## config.mk

```make
export PLATFORM = sky130hd
export DESIGN_NAME = ebc_addr_out
export DESIGN_NICKNAME = d
export VERILOG_FILES = /design/src/design/ebc_pkg.sv /design/src/design/ebc_chan_decode.sv /design/src/design/ebc_addr_out.sv
export SDC_FILE = /design/constraint.sdc
export NUM_CORES = 1
export LEC_CHECK = 0
export BUFFER_PORTS_ARGS = -buffer_cell sky130_fd_sc_hd__buf_4
export CAP_MARGIN = 10
export CORE_MARGIN = 8
export CORE_UTILIZATION = 56
export CTS_CLUSTER_SIZE = 40
export DETAILED_ROUTE_END_ITERATION = 6
export PLACE_DENSITY_LB_ADDON = 0.25
export SLEW_MARGIN = 25
export SYNTH_ARGS = -nofsm -noshare
export SYNTH_HDL_FRONTEND = slang
export SYNTH_SLANG_ARGS = --single-unit
```

## constraint.sdc

```tcl
create_clock -name CLK -period 3.9 [get_ports CLK]
set_input_delay 0.78 -clock CLK [delete_from_list [all_inputs] [get_ports CLK]]
set_output_delay 0.78 -clock CLK [all_outputs]
set_load 0.05 [all_outputs]
```

## src/design/ebc_pkg.sv

```systemverilog
package ebc_pkg;

  // ***************************************************
  // Sizes and strap positions
  // ***************************************************
  localparam int NUM_CHAN = 8;
  localparam int CE_CHANS = 6;
  localparam int STRAP_LO = 3;
  localparam int STRAP_HI = 13;
  localparam int SP_SYS_LO = 3;
  localparam int SP_EXTERNAL_ACK_ENABLE = 5;
  localparam int SP_SPD_LO = 6;
  localparam int SP_EN = 8;
  localparam int SP_BC = 11;
  localparam int SP_BSZ_LO = 12;
  localparam logic [1:0] STRAP_WAIT = 2'h3;

  // ***************************************************
  // Field codes
  // ***************************************************
  localparam logic [1:0] BSZ_32 = 2'h1;
  localparam logic [1:0] BSZ_16 = 2'h2;
  localparam logic [1:0] BSZ_8 = 2'h3;
  localparam logic [3:0] CS_MAX = 4'hA;
  localparam logic [4:0] UPPER_MIN_CS = 5'h03;
  localparam logic [1:0] SPEED_TOP = 2'h3;
  localparam logic [31:0] WORD_STEP = 32'h0000_0004;
  localparam logic [1:0] PAGE_BASE_BITS = 2'h2;

  // ***************************************************
  // Types
  // ***************************************************
  typedef struct packed {
    logic channel_enable;
    logic [1:0] channel_speed;
    logic byte_lane_control;
    logic external_ack_enable;
    logic [1:0] bus_width_code;
    logic page_mode;
    logic [1:0] page_size;
    logic [3:0] chan_size;
    logic [11:0] base;
  } ebc_chan_cfg_t;

  localparam ebc_chan_cfg_t CHAN_RST = '0;

  typedef enum logic [1:0] {
    BK_INC = 2'b00,
    BK_DEC = 2'b01,
    BK_FIX = 2'b10,
    BK_WRAP = 2'b11
  } ebc_burst_t;

  typedef struct packed {
    logic [31:0] addr;
    logic [4:0] beats;
    ebc_burst_t kind;
  } ebc_req_t;

  typedef enum logic [2:0] {
    ST_IDLE = 3'b000,
    ST_START = 3'b001,
    ST_UPPER = 3'b010,
    ST_HOLD = 3'b011,
    ST_LOWER = 3'b100
  } ebc_state_t;

endpackage : ebc_pkg

```

## src/design/ebc_chan_decode.sv

```systemverilog
`timescale 1ns/1ps
module ebc_chan_decode (
  input wire ebc_pkg::ebc_chan_cfg_t cfg,
  input wire logic [11:0] paddr_hi,
  output logic hit,
  output logic uses_upper
);
  import ebc_pkg::*;

  logic [11:0] mask;
  logic [4:0] shift_sum;

  always_comb begin
    mask = 12'((13'h001 << cfg.chan_size) - 13'h001);
    hit = cfg.channel_enable && (cfg.chan_size <= CS_MAX)
      && ((paddr_hi & ~mask) == (cfg.base & ~mask));
    // Narrower buses shift the upper field down, so smaller sizes use it
    case (cfg.bus_width_code)
      BSZ_16: shift_sum = {1'b0, cfg.chan_size} + 5'h01;
      BSZ_8: shift_sum = {1'b0, cfg.chan_size} + 5'h02;
      default: shift_sum = {1'b0, cfg.chan_size};
    endcase
    uses_upper = (shift_sum >= UPPER_MIN_CS);
  end

endmodule : ebc_chan_decode

```

## src/design/ebc_addr_out.sv

```systemverilog
`timescale 1ns/1ps
module ebc_addr_out (
  input wire logic CLK,
  input wire logic RST_N,
  input wire logic [ebc_pkg::STRAP_HI:ebc_pkg::STRAP_LO] STRAP_ADDR,
  input wire logic ACK_PIN_STATIC_SEL,
  input wire logic UPPER_ADDR_HOLD_SEL,
  input wire logic CFG_WR,
  input wire logic [2:0] CFG_SEL,
  input wire ebc_pkg::ebc_chan_cfg_t CFG_DATA,
  output ebc_pkg::ebc_chan_cfg_t CFG_RD_DATA,
  input wire logic REQ_VALID,
  input wire ebc_pkg::ebc_req_t REQ,
  output logic REQ_READY,
  output logic REQ_MISS,
  output logic BEAT_DONE,
  output logic BUSY,
  output logic [19:0] ADDR_OUT,
  output logic UPPER_ADDR_STROBE,
  output logic [ebc_pkg::CE_CHANS-1:0] CE_N,
  output logic [1:0] CARD_SEL,
  output logic BYTE_LANE_MODE,
  output logic PAGE_HIT,
  output logic ACK_PIN_O,
  output logic ACK_PIN_OE,
  output logic EXTERNAL_SYSTEM_CLOCK_EN,
  output logic [1:0] EXTERNAL_SYSTEM_CLOCK_DIVIDER_SELECT
);
  import ebc_pkg::*;

  // ***************************************************
  // Declarations
  // ***************************************************
  ebc_chan_cfg_t cfg_reg [NUM_CHAN];
  logic [STRAP_HI:STRAP_LO] strap_s1_reg, strap_s2_reg;
  logic [1:0] boot_cnt_reg;
  logic boot_done_reg;
  logic [1:0] sysdiv_reg, sys_cnt_reg;
  ebc_state_t state_reg, state_next;
  ebc_req_t cur_reg;
  logic [2:0] chan_reg;
  logic last_valid_reg;
  logic [7:0] last_upper_reg;
  logic [1:0] phase_cnt_reg;
  logic [19:0] addr_out_reg, prev_lower_reg;
  logic uae_reg, stb_reg, miss_reg, page_hit_reg, first_beat_reg;
  logic ack_n_reg;
  logic [NUM_CHAN-1:0] ce_n_reg;
  logic [NUM_CHAN-1:0] hit_vec, use_up_vec;
  logic hit_any;
  logic [2:0] hit_idx;
  ebc_chan_cfg_t cfg_a;
  logic [31:0] word_addr, next_addr;
  logic [7:0] upper_now;
  logic [19:0] lower_now;
  logic tick, need_up, same_page;
  logic [2:0] page_bits;

  // ***************************************************
  // Channel window decode
  // ***************************************************
  genvar g;
  generate
    for (g = 0; g < NUM_CHAN; g++) begin : g_chan
      ebc_chan_decode u_dec (
        .cfg(cfg_reg[g]),
        .paddr_hi(REQ.addr[31:20]),
        .hit(hit_vec[g]),
        .uses_upper(use_up_vec[g])
      );
    end
  endgenerate

  // Overlap is undefined, so lowest channel simply wins
  always_comb begin
    hit_idx = 3'h0;
    for (int i = NUM_CHAN - 1; i >= 0; i--) begin
      if (hit_vec[i]) begin
        hit_idx = 3'(i);
      end
    end
    hit_any = |hit_vec;
  end

  // ***************************************************
  // Straps and boot configuration
  // ***************************************************
  always_ff @(posedge CLK or negedge RST_N) begin
    if (!RST_N) begin
      strap_s1_reg <= '0;
      strap_s2_reg <= '0;
    end else begin
      strap_s1_reg <= STRAP_ADDR;
      strap_s2_reg <= strap_s1_reg;
    end
  end

  // Wait for the synchroniser to fill before loading
  always_ff @(posedge CLK or negedge RST_N) begin
    if (!RST_N) begin
      boot_cnt_reg <= 2'h0;
      boot_done_reg <= 1'b0;
    end else if (!boot_done_reg) begin
      boot_cnt_reg <= boot_cnt_reg + 2'h1;
      boot_done_reg <= (boot_cnt_reg == STRAP_WAIT);
    end
  end

  always_ff @(posedge CLK or negedge RST_N) begin
    if (!RST_N) begin
      for (int i = 0; i < NUM_CHAN; i++) begin
        cfg_reg[i] <= CHAN_RST;
      end
    end else if (!boot_done_reg) begin
      if (boot_cnt_reg == STRAP_WAIT) begin
        cfg_reg[0].channel_enable <= strap_s2_reg[SP_EN];
        cfg_reg[0].channel_speed <=
          strap_s2_reg[SP_SPD_LO+1:SP_SPD_LO];
        cfg_reg[0].byte_lane_control <= strap_s2_reg[SP_BC];
        cfg_reg[0].external_ack_enable <= ~strap_s2_reg[SP_EXTERNAL_ACK_ENABLE];
        cfg_reg[0].bus_width_code <=
          strap_s2_reg[SP_BSZ_LO+1:SP_BSZ_LO];
      end
    end else if (CFG_WR) begin
      cfg_reg[CFG_SEL] <= CFG_DATA;
    end
  end

  always_ff @(posedge CLK or negedge RST_N) begin
    if (!RST_N) begin
      CFG_RD_DATA <= CHAN_RST;
    end else begin
      CFG_RD_DATA <= cfg_reg[CFG_SEL];
    end
  end

  // ***************************************************
  // System clock enable divider
  // ***************************************************
  always_ff @(posedge CLK or negedge RST_N) begin
    if (!RST_N) begin
      sysdiv_reg <= 2'h0;
      sys_cnt_reg <= 2'h0;
      EXTERNAL_SYSTEM_CLOCK_EN <= 1'b0;
    end else if (!boot_done_reg) begin
      sysdiv_reg <= strap_s2_reg[SP_SYS_LO+1:SP_SYS_LO];
      sys_cnt_reg <= 2'h0;
      EXTERNAL_SYSTEM_CLOCK_EN <= 1'b0;
    end else begin
      // Code c divides by 4 - c: terminal count is 3 - c
      EXTERNAL_SYSTEM_CLOCK_EN <= (sys_cnt_reg == SPEED_TOP - sysdiv_reg);
      if (sys_cnt_reg == SPEED_TOP - sysdiv_reg) begin
        sys_cnt_reg <= 2'h0;
      end else begin
        sys_cnt_reg <= sys_cnt_reg + 2'h1;
      end
    end
  end
  assign EXTERNAL_SYSTEM_CLOCK_DIVIDER_SELECT = sysdiv_reg;

  // ***************************************************
  // Address formation for the active channel
  // ***************************************************
  always_comb begin
    cfg_a = cfg_reg[chan_reg];
    case (cfg_a.bus_width_code)
      BSZ_16: word_addr = {1'b0, cur_reg.addr[31:1]};
      BSZ_8: word_addr = cur_reg.addr;
      default: word_addr = {2'b00, cur_reg.addr[31:2]};
    endcase
    upper_now = word_addr[27:20];
    lower_now = word_addr[19:0];
    need_up = !last_valid_reg
      || (use_up_vec[chan_reg] && upper_now != last_upper_reg);
    tick = (phase_cnt_reg == SPEED_TOP - cfg_a.channel_speed);
    case (cfg_a.page_size)
      // Three bits: sixteen-word pages shift by four
      2'h1: page_bits = {1'b0, PAGE_BASE_BITS} + 3'h1;
      2'h2: page_bits = {1'b0, PAGE_BASE_BITS} + 3'h2;
      default: page_bits = {1'b0, PAGE_BASE_BITS};
    endcase
    same_page = (((lower_now ^ prev_lower_reg) >> page_bits) == 20'h0);
    case (cur_reg.kind)
      BK_DEC: next_addr = cur_reg.addr - WORD_STEP;
      BK_FIX: next_addr = cur_reg.addr;
      // Critical word first: wrap inside the eight-word line
      BK_WRAP: next_addr = {cur_reg.addr[31:5],
        cur_reg.addr[4:2] + 3'h1, cur_reg.addr[1:0]};
      default: next_addr = cur_reg.addr + WORD_STEP;
    endcase
  end

  // ***************************************************
  // Cycle sequencer
  // ***************************************************
  always_comb begin
    state_next = state_reg;
    case (state_reg)
      ST_IDLE: begin
        if (REQ_VALID && boot_done_reg && hit_any) begin
          state_next = ST_START;
        end
      end
      ST_START: begin
        state_next = need_up ? ST_UPPER : ST_LOWER;
      end
      ST_UPPER: begin
        if (tick) begin
          state_next = UPPER_ADDR_HOLD_SEL ? ST_HOLD : ST_LOWER;
        end
      end
      ST_HOLD: begin
        state_next = ST_LOWER;
      end
      ST_LOWER: begin
        if (tick) begin
          state_next = (cur_reg.beats <= 5'h01) ? ST_IDLE : ST_START;
        end
      end
      default: begin
        state_next = ST_IDLE;
      end
    endcase
  end

  always_ff @(posedge CLK or negedge RST_N) begin
    if (!RST_N) begin
      state_reg <= ST_IDLE;
    end else begin
      state_reg <= state_next;
    end
  end

  always_ff @(posedge CLK or negedge RST_N) begin
    if (!RST_N) begin
      phase_cnt_reg <= 2'h0;
    end else if (state_next != state_reg || tick) begin
      phase_cnt_reg <= 2'h0;
    end else begin
      phase_cnt_reg <= phase_cnt_reg + 2'h1;
    end
  end

  // Request capture and burst stepping
  always_ff @(posedge CLK or negedge RST_N) begin
    if (!RST_N) begin
      cur_reg <= '0;
      chan_reg <= 3'h0;
      first_beat_reg <= 1'b0;
    end else if (state_reg == ST_IDLE && REQ_VALID && boot_done_reg) begin
      cur_reg <= REQ;
      chan_reg <= hit_idx;
      first_beat_reg <= 1'b1;
    end else if (state_reg == ST_LOWER && tick
                 && cur_reg.beats > 5'h01) begin
      cur_reg.addr <= next_addr;
      cur_reg.beats <= cur_reg.beats - 5'h01;
      first_beat_reg <= 1'b0;
    end
  end

  // Last upper pattern: invalid until the first strobe
  always_ff @(posedge CLK or negedge RST_N) begin
    if (!RST_N) begin
      last_valid_reg <= 1'b0;
      last_upper_reg <= 8'h00;
    end else if (state_reg == ST_START && need_up) begin
      last_valid_reg <= 1'b1;
      last_upper_reg <= upper_now;
    end
  end

  // ***************************************************
  // Pin side registers
  // ***************************************************
  always_ff @(posedge CLK or negedge RST_N) begin
    if (!RST_N) begin
      addr_out_reg <= 20'h0_0000;
      uae_reg <= 1'b0;
    end else begin
      case (state_reg)
        ST_START: begin
          if (need_up) begin
            addr_out_reg[19:12] <= upper_now;
            uae_reg <= 1'b1;
          end else begin
            addr_out_reg <= lower_now;
          end
        end
        ST_UPPER: begin
          if (tick) begin
            uae_reg <= 1'b0;
            if (!UPPER_ADDR_HOLD_SEL) begin
              addr_out_reg <= lower_now;
            end
          end
        end
        ST_HOLD: begin
          addr_out_reg <= lower_now;
        end
        default: begin
          uae_reg <= 1'b0;
        end
      endcase
    end
  end

  always_ff @(posedge CLK or negedge RST_N) begin
    if (!RST_N) begin
      ce_n_reg <= '1;
      prev_lower_reg <= 20'h0_0000;
      page_hit_reg <= 1'b0;
    end else if (state_next == ST_LOWER && state_reg != ST_LOWER) begin
      ce_n_reg <= ~(NUM_CHAN'(1) << chan_reg);
      prev_lower_reg <= lower_now;
      page_hit_reg <= cfg_a.page_mode && !first_beat_reg
        && same_page;
    end else if (state_next != ST_LOWER) begin
      ce_n_reg <= '1;
      page_hit_reg <= 1'b0;
    end
  end

  always_ff @(posedge CLK or negedge RST_N) begin
    if (!RST_N) begin
      stb_reg <= 1'b0;
      miss_reg <= 1'b0;
      ack_n_reg <= 1'b1;
    end else begin
      stb_reg <= (state_reg == ST_LOWER) && tick;
      miss_reg <= (state_reg == ST_IDLE) && REQ_VALID
        && boot_done_reg && !hit_any;
      // Internal ack only when the channel does not wait for one
      ack_n_reg <= !((state_reg == ST_LOWER) && tick
        && !cfg_a.external_ack_enable);
    end
  end

  // ***************************************************
  // Outputs
  // ***************************************************
  assign REQ_READY = (state_reg == ST_IDLE) && boot_done_reg;
  assign BUSY = (state_reg != ST_IDLE);
  assign REQ_MISS = miss_reg;
  assign BEAT_DONE = stb_reg;
  assign ADDR_OUT = addr_out_reg;
  assign UPPER_ADDR_STROBE = uae_reg;
  // Channels 6 and 7 have no chip enable pin, only a card select
  assign CE_N = ce_n_reg[CE_CHANS-1:0];
  assign CARD_SEL = ~ce_n_reg[NUM_CHAN-1:CE_CHANS];
  assign BYTE_LANE_MODE = cfg_a.byte_lane_control;
  assign PAGE_HIT = page_hit_reg;
  assign ACK_PIN_O = ack_n_reg;
  // Static mode never drives; dynamic drives unless waiting for input
  assign ACK_PIN_OE = !ACK_PIN_STATIC_SEL
    && !(BUSY && cfg_a.external_ack_enable);

  // ***************************************************
  // Assertions
  // ***************************************************
  first_upper_a: assert property (@(posedge CLK) disable iff (!RST_N)
    state_reg == ST_START && !last_valid_reg |=> uae_reg
      && addr_out_reg[19:12] == last_upper_reg)
    else $error("first access skipped the upper phase");

  small_skip_a: assert property (@(posedge CLK) disable iff (!RST_N)
    state_reg == ST_START && last_valid_reg && !use_up_vec[chan_reg]
      |=> !uae_reg && state_reg == ST_LOWER)
    else $error("upper strobe on a small channel");

  addr_hold_a: assert property (@(posedge CLK) disable iff (!RST_N)
    $fell(uae_reg) && UPPER_ADDR_HOLD_SEL
      |-> $stable(addr_out_reg) ##1 state_reg == ST_LOWER)
    else $error("address not held after the strobe");

  no_hold_a: assert property (@(posedge CLK) disable iff (!RST_N)
    $fell(uae_reg) && !UPPER_ADDR_HOLD_SEL |-> state_reg == ST_LOWER)
    else $error("address late without hold");

  quarter_speed_a: assert property (@(posedge CLK) disable iff (!RST_N)
    $changed(state_reg) && state_reg == ST_LOWER
      && cfg_a.channel_speed == 2'h0
      |-> (state_reg == ST_LOWER) [*4] ##1 state_reg != ST_LOWER)
    else $error("quarter speed phase is not four clocks");

  decr_step_a: assert property (@(posedge CLK) disable iff (!RST_N)
    stb_reg && cur_reg.kind == BK_DEC && $past(cur_reg.beats) > 5'h01
      |-> cur_reg.addr == $past(cur_reg.addr) - WORD_STEP)
    else $error("decrementing burst stepped wrongly");

  boot_load_a: assert property (@(posedge CLK) disable iff (!RST_N)
    $rose(boot_done_reg) |-> cfg_reg[0].channel_enable
      == strap_s2_reg[SP_EN] && cfg_reg[0].external_ack_enable
      == !strap_s2_reg[SP_EXTERNAL_ACK_ENABLE])
    else $error("boot channel not loaded from straps");

  external_system_clock_div_a: assert property (@(posedge CLK) disable iff (!RST_N)
    EXTERNAL_SYSTEM_CLOCK_EN && sysdiv_reg == 2'h0
      |=> !EXTERNAL_SYSTEM_CLOCK_EN [*3] ##1 EXTERNAL_SYSTEM_CLOCK_EN)
    else $error("system clock enable period wrong");

  ack_idle_a: assert property (@(posedge CLK) disable iff (!RST_N)
    !ACK_PIN_STATIC_SEL && state_reg == ST_IDLE && !stb_reg
      |-> ACK_PIN_OE && ACK_PIN_O)
    else $error("dynamic ack pin not driven high when idle");

  card_ce_a: assert property (@(posedge CLK) disable iff (!RST_N)
    state_reg == ST_LOWER && chan_reg >= 3'(CE_CHANS) |-> &CE_N)
    else $error("chip enable driven for a card channel");

endmodule : ebc_addr_out

```

==> results of run 1 <==
[cell usage in the layout, fill, tap and decap left out, types with 36 or more instances in the layout]
cell type and count:
clkbuf_16 42, nand2_1 171, xnor2_1 102, mux2_2 181, a21o_1 48, dfrtp_1 356, inv_1 78, ha_1 94
nand4_1 39, a21oi_1 116, buf_4 231, o21ai_0 152, a22oi_1 126, mux2i_1 36, nor2_1 146, xor2_1 74
[logic make-up (layout without fill, tap and decap cells)]
logic type,count (synthesis),after routing
muxes,244,244
buffers and inverters,251,390
other,0,1
xor gates and xnor gates,176,176
and+or+nand+nor,571,571
DFF,366,366
AOI/OAI and AO/OA,640,640
adders and majority gates,95,95
[report_power, final]
| group | internal (W) | switching (W) | leakage [nW] | total [W] |
|---|---|---|---|---|
| Combinational | 0.00401 | 0.00549 | 6.37 | 0.00950 |
| Clock | 0.00226 | 0.00162 | 0.650 | 0.00388 |
| Sequential | 0.00481 | 0.00128 | 4.41 | 0.00610 |
| Total | 0.0111 | 0.00838 | 11.4 | 0.0195 |
[cell type report]
type	instances	area, µm²
fill	3322	14500
timing repair buffer	237	1850
tap	532	666
clock buffer	63	1240
antenna	1	2.50
clock inverter	11	101
sequential	366	9170
inverter	79	297
multi-input combinational	1726	12800
[through the flow]
| step | power (W) | hold slack (ps) | cell area (µm²) |
|---|---|---|---|
| 3_5_place_dp | 0.0154 | 336 | 24700 |
| 5_1_grt | 0.0206 | 242 | 26100 |
| 3_3_place_gp | 0.0151 | 334 | 24700 |
| 4_1_cts | 0.0194 | 224 | 26100 |
| 6_report | 0.0195 | 204 | 26100 |
| 2_1_floorplan | 0.0126 | 331 | 22900 |
[metal layers]
layer,up-vias,global-route usage
li1,8741,-
met1,9767,0.382
met2,987,0.489
met3,257,0.0614
met4,0,0.179
met5,-,0
[final timing paths]
| kind | from | to | slack, ps | cells after the start |
|---|---|---|---|---|
| hold / removal | RST_N | cfg_reg[168]$_DFFE_PN0P_ | 200 | 1 |
| hold reg to reg | strap_s1_reg[12]$_DFF_PN0_ | strap_s2_reg[12]$_DFF_PN0_ | 340 | 0 |
| min in group CLK | STRAP_ADDR[8] | strap_s1_reg[8]$_DFF_PN0_ | 310 | 1 |
| setup / recovery | cfg_reg[195]$_DFFE_PN0P_ | ADDR_OUT[13]$_DFFE_PN0P_ | 220 | 13 |
| setup reg to reg | cfg_reg[195]$_DFFE_PN0P_ | ADDR_OUT[13]$_DFFE_PN0P_ | 220 | 13 |
| max in group asynchronous | RST_N | ce_n_reg[0]$_DFFE_PN1P_ | 2770 | 2 |
[critical path, cell delays in order, from the launching register on]
cell and delay, ps:
dfrtp_1 480, ha_1 270, ha_1 280, nand3b_1 80, a221o_1 420, a2111oi_1 640
buf_4 210, a311o_1 110, nand4_1 160, o41ai_4 130, buf_4 200, nor3_2 40
buf_4 210, a221o_1 330
[what timing repair did]
action	in CTS	in global routing
hold buffers	0	0
gates resized for setup	0	7
setup buffers	0	4
endpoints found under the setup margin	0	28
==> flow_metrics.env, run 1 <==
export IMPL_start_util=0.564
export IMPL_largest_reg_flops=208
export IMPL_gp_congestion=0.955
export IMPL_yosys_area_share_simple=0.121
export IMPL_synth_compound_area_frac=0.187
export IMPL_synth_fa_ha_area_frac=0.0522
export IMPL_synthArstFlopShare=1.00
export IMPL_slew_headroom=0.409
export IMPL_required_ps=4360
export IMPL_synthFlopType="dfrtp_1"
export IMPL_muxShareOfSynthArea=0.128
export IMPL_setup_violations=0
export IMPL_synth_top_family_by_area="compound AO/OA/AOI/OAI gates"
export IMPL_synth_xor_area_frac=0.0673
export IMPL_start_kind="register"
export IMPL_fin_skew_ps=26.4
export IMPL_grt_start_max_net_pins=80
export IMPL_antenna_found_initial=1
export IMPL_final_util=0.643
export IMPL_dr_pass1_iters=6
export IMPL_layoutNonFillerInstCount=3015
export IMPL_yosys_area_top_type="dfrtp_1"
export IMPL_core_um2=40600
export IMPL_pre_cts_ws_ps=121
export IMPL_ys_ff_latch=366
export IMPL_portBuffers=148
export IMPL_wl_met2_mm=34.8
export IMPL_ys_types=83
export IMPL_nets=2631
export IMPL_rsz0062_at_grt="no"
export IMPL_yosysWarningCount=0
export IMPL_fmax_ghz=0.272
export IMPL_synth_common_cells="357 x dfrtp_1, 181 x mux2_2, 171 x nand2_1"
export IMPL_critPathMaxFanout=20
export IMPL_dp_cells=2936
export IMPL_hpwl_mm=53.5
export IMPL_worstMarginPinSlew_ps=880
export IMPL_worstSkewPairLatency_ps=580
export IMPL_vdd_drop_max_uv=396
export IMPL_num_io_pins=151
export IMPL_finalCritPeriodShare=0.943
export IMPL_period_minus_slack_ps=3680
export IMPL_setup_slack_ps=221
export IMPL_wl_met1_mm=28.6
export IMPL_clk_pin_slew_worst_paths_ps=70
export IMPL_area_growth_pct=14.0
export IMPL_cts_buffers=41
export IMPL_htreeDepth=2
export IMPL_hold_violations=0
export IMPL_drive_gt1_frac=0.216
export IMPL_power_density_nw_per_um2=746
export IMPL_grt_pass1_wl_mm=113
export IMPL_grt_overflow_total=0
export IMPL_grt_pass1_vias=19328
export IMPL_synth_seq_area_share=0.400
export IMPL_root_buffer="clkbuf_16"
export IMPL_grt_usage=0.306
export IMPL_worstSetupEndpointType="register"
export IMPL_power_leakage_nw=11.4
export IMPL_clock_sinks=366
export IMPL_wirelength_mm=74.8
export IMPL_cp_arrival_ps=4140
export IMPL_drtIter0Drc=2061
export IMPL_status="finished, final reports clean"
export IMPL_syn_num_nets=2523
export IMPL_cts_buffer_depth=3
export IMPL_cts_tree="done"
export IMPL_hold_class="in2async"
export IMPL_syn_area_um2=22900
export IMPL_met3_length_mm=6.55
export IMPL_dieHeight_um=218
export IMPL_setup_tns_ps=0
export IMPL_synthTopCellsByArea="dfrtp_1 39%, mux2_2 8.9%, ha_1 5.1%"
export IMPL_slew_viol_final=0
export IMPL_die_area_um2=47600
export IMPL_yosysMostFrequentCell="dfrtp_1"
export IMPL_wl_per_cell_um=24.8
export IMPL_netlist_area_leader_share=0.390
export IMPL_core_rowCount=74
export IMPL_syn_mean_instance_area_um2=9.78
export IMPL_syn_inst=2343
export IMPL_synth_edf_count=0
export IMPL_critical_path_class="reg2reg"
export IMPL_ant_nets=0
export IMPL_drc_errors=0
export IMPL_viasPerCell=6.55
export IMPL_die_x_um=218
export IMPL_maxCapViolations=0
export IMPL_via_count=19752
export IMPL_dr_max_layer_used="met4"
(Power assumes the default switching activity.)
==> run 2, diff against run 1 <==
--- a/config.mk
+++ b/config.mk
@@ -12,7 +12,9 @@
 export CTS_CLUSTER_SIZE = 40
 export DETAILED_ROUTE_END_ITERATION = 6
 export PLACE_DENSITY_LB_ADDON = 0.25
+export SKIP_CTS_REPAIR_TIMING = 1
 export SLEW_MARGIN = 25
 export SYNTH_ARGS = -nofsm -noshare
 export SYNTH_HDL_FRONTEND = slang
+export SYNTH_HIERARCHICAL = 1
 export SYNTH_SLANG_ARGS = --single-unit
==> flow_metrics.env, run 2 <==
export IMPL_portBuffers=148
export IMPL_synthFlopType="dfrtp_1"
export IMPL_seqCellArea_um2=9170
export IMPL_pre_cts_ws_ps=63.1
export IMPL_cts_buffers=42
export IMPL_final_common_cell="dfrtp_1"
export IMPL_power_density_nw_per_um2=759
export IMPL_grt_usage=0.303
export IMPL_clk_pin_slew_worst_paths_ps=60
export IMPL_ys_types=91
export IMPL_seqPwrFrac=0.301
export IMPL_syn_mean_instance_area_um2=10.2
export IMPL_synth_xor_area_frac=0.0751
export IMPL_antenna_found_initial=4
export IMPL_critPathMaxFanout=9
export IMPL_die_area_um2=49500
export IMPL_synth_seq_area_share=0.384
export IMPL_drive_gt1_frac=0.256
export IMPL_start_util=0.568
export IMPL_synthTopCellsByArea="dfrtp_1 37%, mux2_2 11%, ha_1 4.9%"
export IMPL_syn_area_um2=23900
export IMPL_fmax_ghz=0.265
export IMPL_ant_nets=0
export IMPL_met3_length_mm=6.14
export IMPL_synth_fa_ha_area_frac=0.0501
export IMPL_synth_top_family_by_area="compound AO/OA/AOI/OAI gates"
export IMPL_start_kind="register"
export IMPL_required_ps=4370
export IMPL_gp_congestion=0.954
export IMPL_period_minus_slack_ps=3780
export IMPL_root_buffer="clkbuf_16"
export IMPL_p_sw_w=0.00901
export IMPL_grt_pass1_vias=19891
export IMPL_grt_start_max_net_pins=83
export IMPL_die_x_um=223
export IMPL_hpwl_mm=54.9
export IMPL_intPower_w=0.0116
export IMPL_area_growth_pct=13.7
export IMPL_netlist_area_leader_share=0.374
export IMPL_via_count=20119
export IMPL_yosysWarningCount=6
export IMPL_grt_pass1_wl_mm=119
export IMPL_synth_common_cells="357 x dfrtp_1, 229 x mux2_2, 155 x nand2_1"
export IMPL_setup_violations=0
export IMPL_critical_path_class="reg2reg"
export IMPL_nFillCells=3363
export IMPL_synth_compound_area_frac=0.181
export IMPL_syn_num_nets=2530
export IMPL_maxCapViolations=0
export IMPL_slew_headroom=0.452
export IMPL_hold_class="in2async"
export IMPL_switching_share=0.437
export IMPL_power_leakage_nw=11.9
export IMPL_wl_met2_mm=35.2
export IMPL_drc_errors=0
export IMPL_setup_tns_ps=0
export IMPL_num_io_pins=151
export IMPL_worstMarginPinSlew_ps=816
export IMPL_nets=2661
export IMPL_dieHeight_um=223
export IMPL_synth_edf_count=0
export IMPL_status="finished, final reports clean"
export IMPL_dr_max_layer_used="met5"
export IMPL_htreeDepth=2
export IMPL_p_clk_frac=0.204
export IMPL_yosysMostFrequentCell="dfrtp_1"
export IMPL_slew_viol_final=0
export IMPL_wirelength_mm=76.7
export IMPL_drtIter0Drc=2232
export IMPL_wl_met1_mm=31.8
export IMPL_worstSetupEndpointType="register"
export IMPL_largest_reg_flops=208
export IMPL_synthArstFlopShare=1.00
export IMPL_ys_ff_latch=366
export IMPL_finalCritPeriodShare=0.969
export IMPL_layout_common_cells="356 x dfrtp_1, 233 x buf_4, 229 x mux2_2"
export IMPL_fin_skew_ps=19.2
export IMPL_core_um2=42000
export IMPL_multi_input_area_um2=13600
export IMPL_wl_per_cell_um=25.1
export IMPL_viasPerCell=6.59
export IMPL_layoutNonFillerInstCount=3052
export IMPL_hold_violations=0
export IMPL_syn_inst=2350
export IMPL_setup_slack_ps=123
export IMPL_finalPower_w=0.0206
export IMPL_core_rowCount=75
export IMPL_cts_tree="done"
export IMPL_grt_overflow_total=0
export IMPL_dp_cells=2973
export IMPL_yosys_area_top_type="dfrtp_1"
export IMPL_dr_pass1_iters=6
export IMPL_clock_sinks=366
export IMPL_rsz0062_at_grt="no"
export IMPL_vdd_drop_max_uv=442
export IMPL_muxShareOfSynthArea=0.144
export IMPL_yosys_area_share_simple=0.119
export IMPL_cp_arrival_ps=4240
export IMPL_cts_buffer_depth=3
export IMPL_worstSkewPairLatency_ps=590
export IMPL_combPwrFrac=0.495
## run 2: layout make-up
| class | instances | area share |
|---|---|---|
| Multi-Input combinational cell | 1754 | 0.502 |
| Sequential cell | 366 | 0.338 |
| Timing Repair Buffer | 243 | 0.0716 |
| Clock buffer | 55 | 0.0435 |
| Tap cell | 539 | 0.0248 |
| Inverter | 74 | 0.0102 |
| Clock inverter | 20 | 0.00995 |
| Antenna cell | 1 | 0.0000921 |
## run 2: routing by layer
layer	global-route usage	vias to the layer above
li1	-	8955
met4	0.123	4
met5	0	-
met1	0.401	10037
met3	0.0623	208
met2	0.481	915
## run 2: critical path: stages, from the launching register on
cell	delay (ps)
dfrtp_1	470
ha_1	270
ha_1	290
a21boi_0	200
o221ai_1	160
nand2_1	100
o211ai_1	160
mux4_2	520
mux2i_2	250
o21ba_1	220
or2_2	370
o21ai_2	290
mux2_2	370
## run 2: path summary, 6_finish.rpt
check                                          startpoint                       endpoint  slack [ps]  cells past startpoint
worst max register to register   cfg_reg[169]$_DFFE_PN0P_  last_upper_reg[5]$_DFFE_PN0P_         120                     12
worst max-delay path             cfg_reg[169]$_DFFE_PN0P_  last_upper_reg[5]$_DFFE_PN0P_         120                     12
worst min register to register  strap_s1_reg[4]$_DFF_PN0_      strap_s2_reg[4]$_DFF_PN0_         350                      0
worst min-delay path                                RST_N        cfg_reg[14]$_DFFE_PN0P_         220                      1
min in group CLK                            STRAP_ADDR[8]      strap_s1_reg[8]$_DFF_PN0_         300                      1
max in group asynchronous                           RST_N       cfg_reg[137]$_DFFE_PN0P_        2760                      2
## run 2: power by group through the flow
stage          clock network, W  logic [W]  registers (W)
2_1_floorplan                 0    0.00702        0.00631
5_1_grt                 0.00439     0.0111        0.00633
6_report                0.00421     0.0102        0.00620
3_3_place_gp                  0    0.00979        0.00617
4_1_cts                 0.00424     0.0101        0.00617
3_5_place_dp                  0     0.0100        0.00623
## run 2: through the flow
step	utilization	area, µm²	hold slack (ps)
3_3_place_gp	0.611	25700	334
5_1_grt	0.646	27200	256
3_5_place_dp	0.611	25700	335
2_1_floorplan	-	23900	331
4_1_cts	0.646	27100	222
6_report	0.646	27200	217
## run 2: cell families (layout without fill, tap and decap cells)
family	after synthesis	after routing
AOI/OAI and AO/OA	611	612
and+or+nand+nor	551	551
DFF	366	366
muxes	291	291
buffers and inverters	231	392
xor gates and xnor gates	205	205
adders and majority gates	95	95
other	0	1
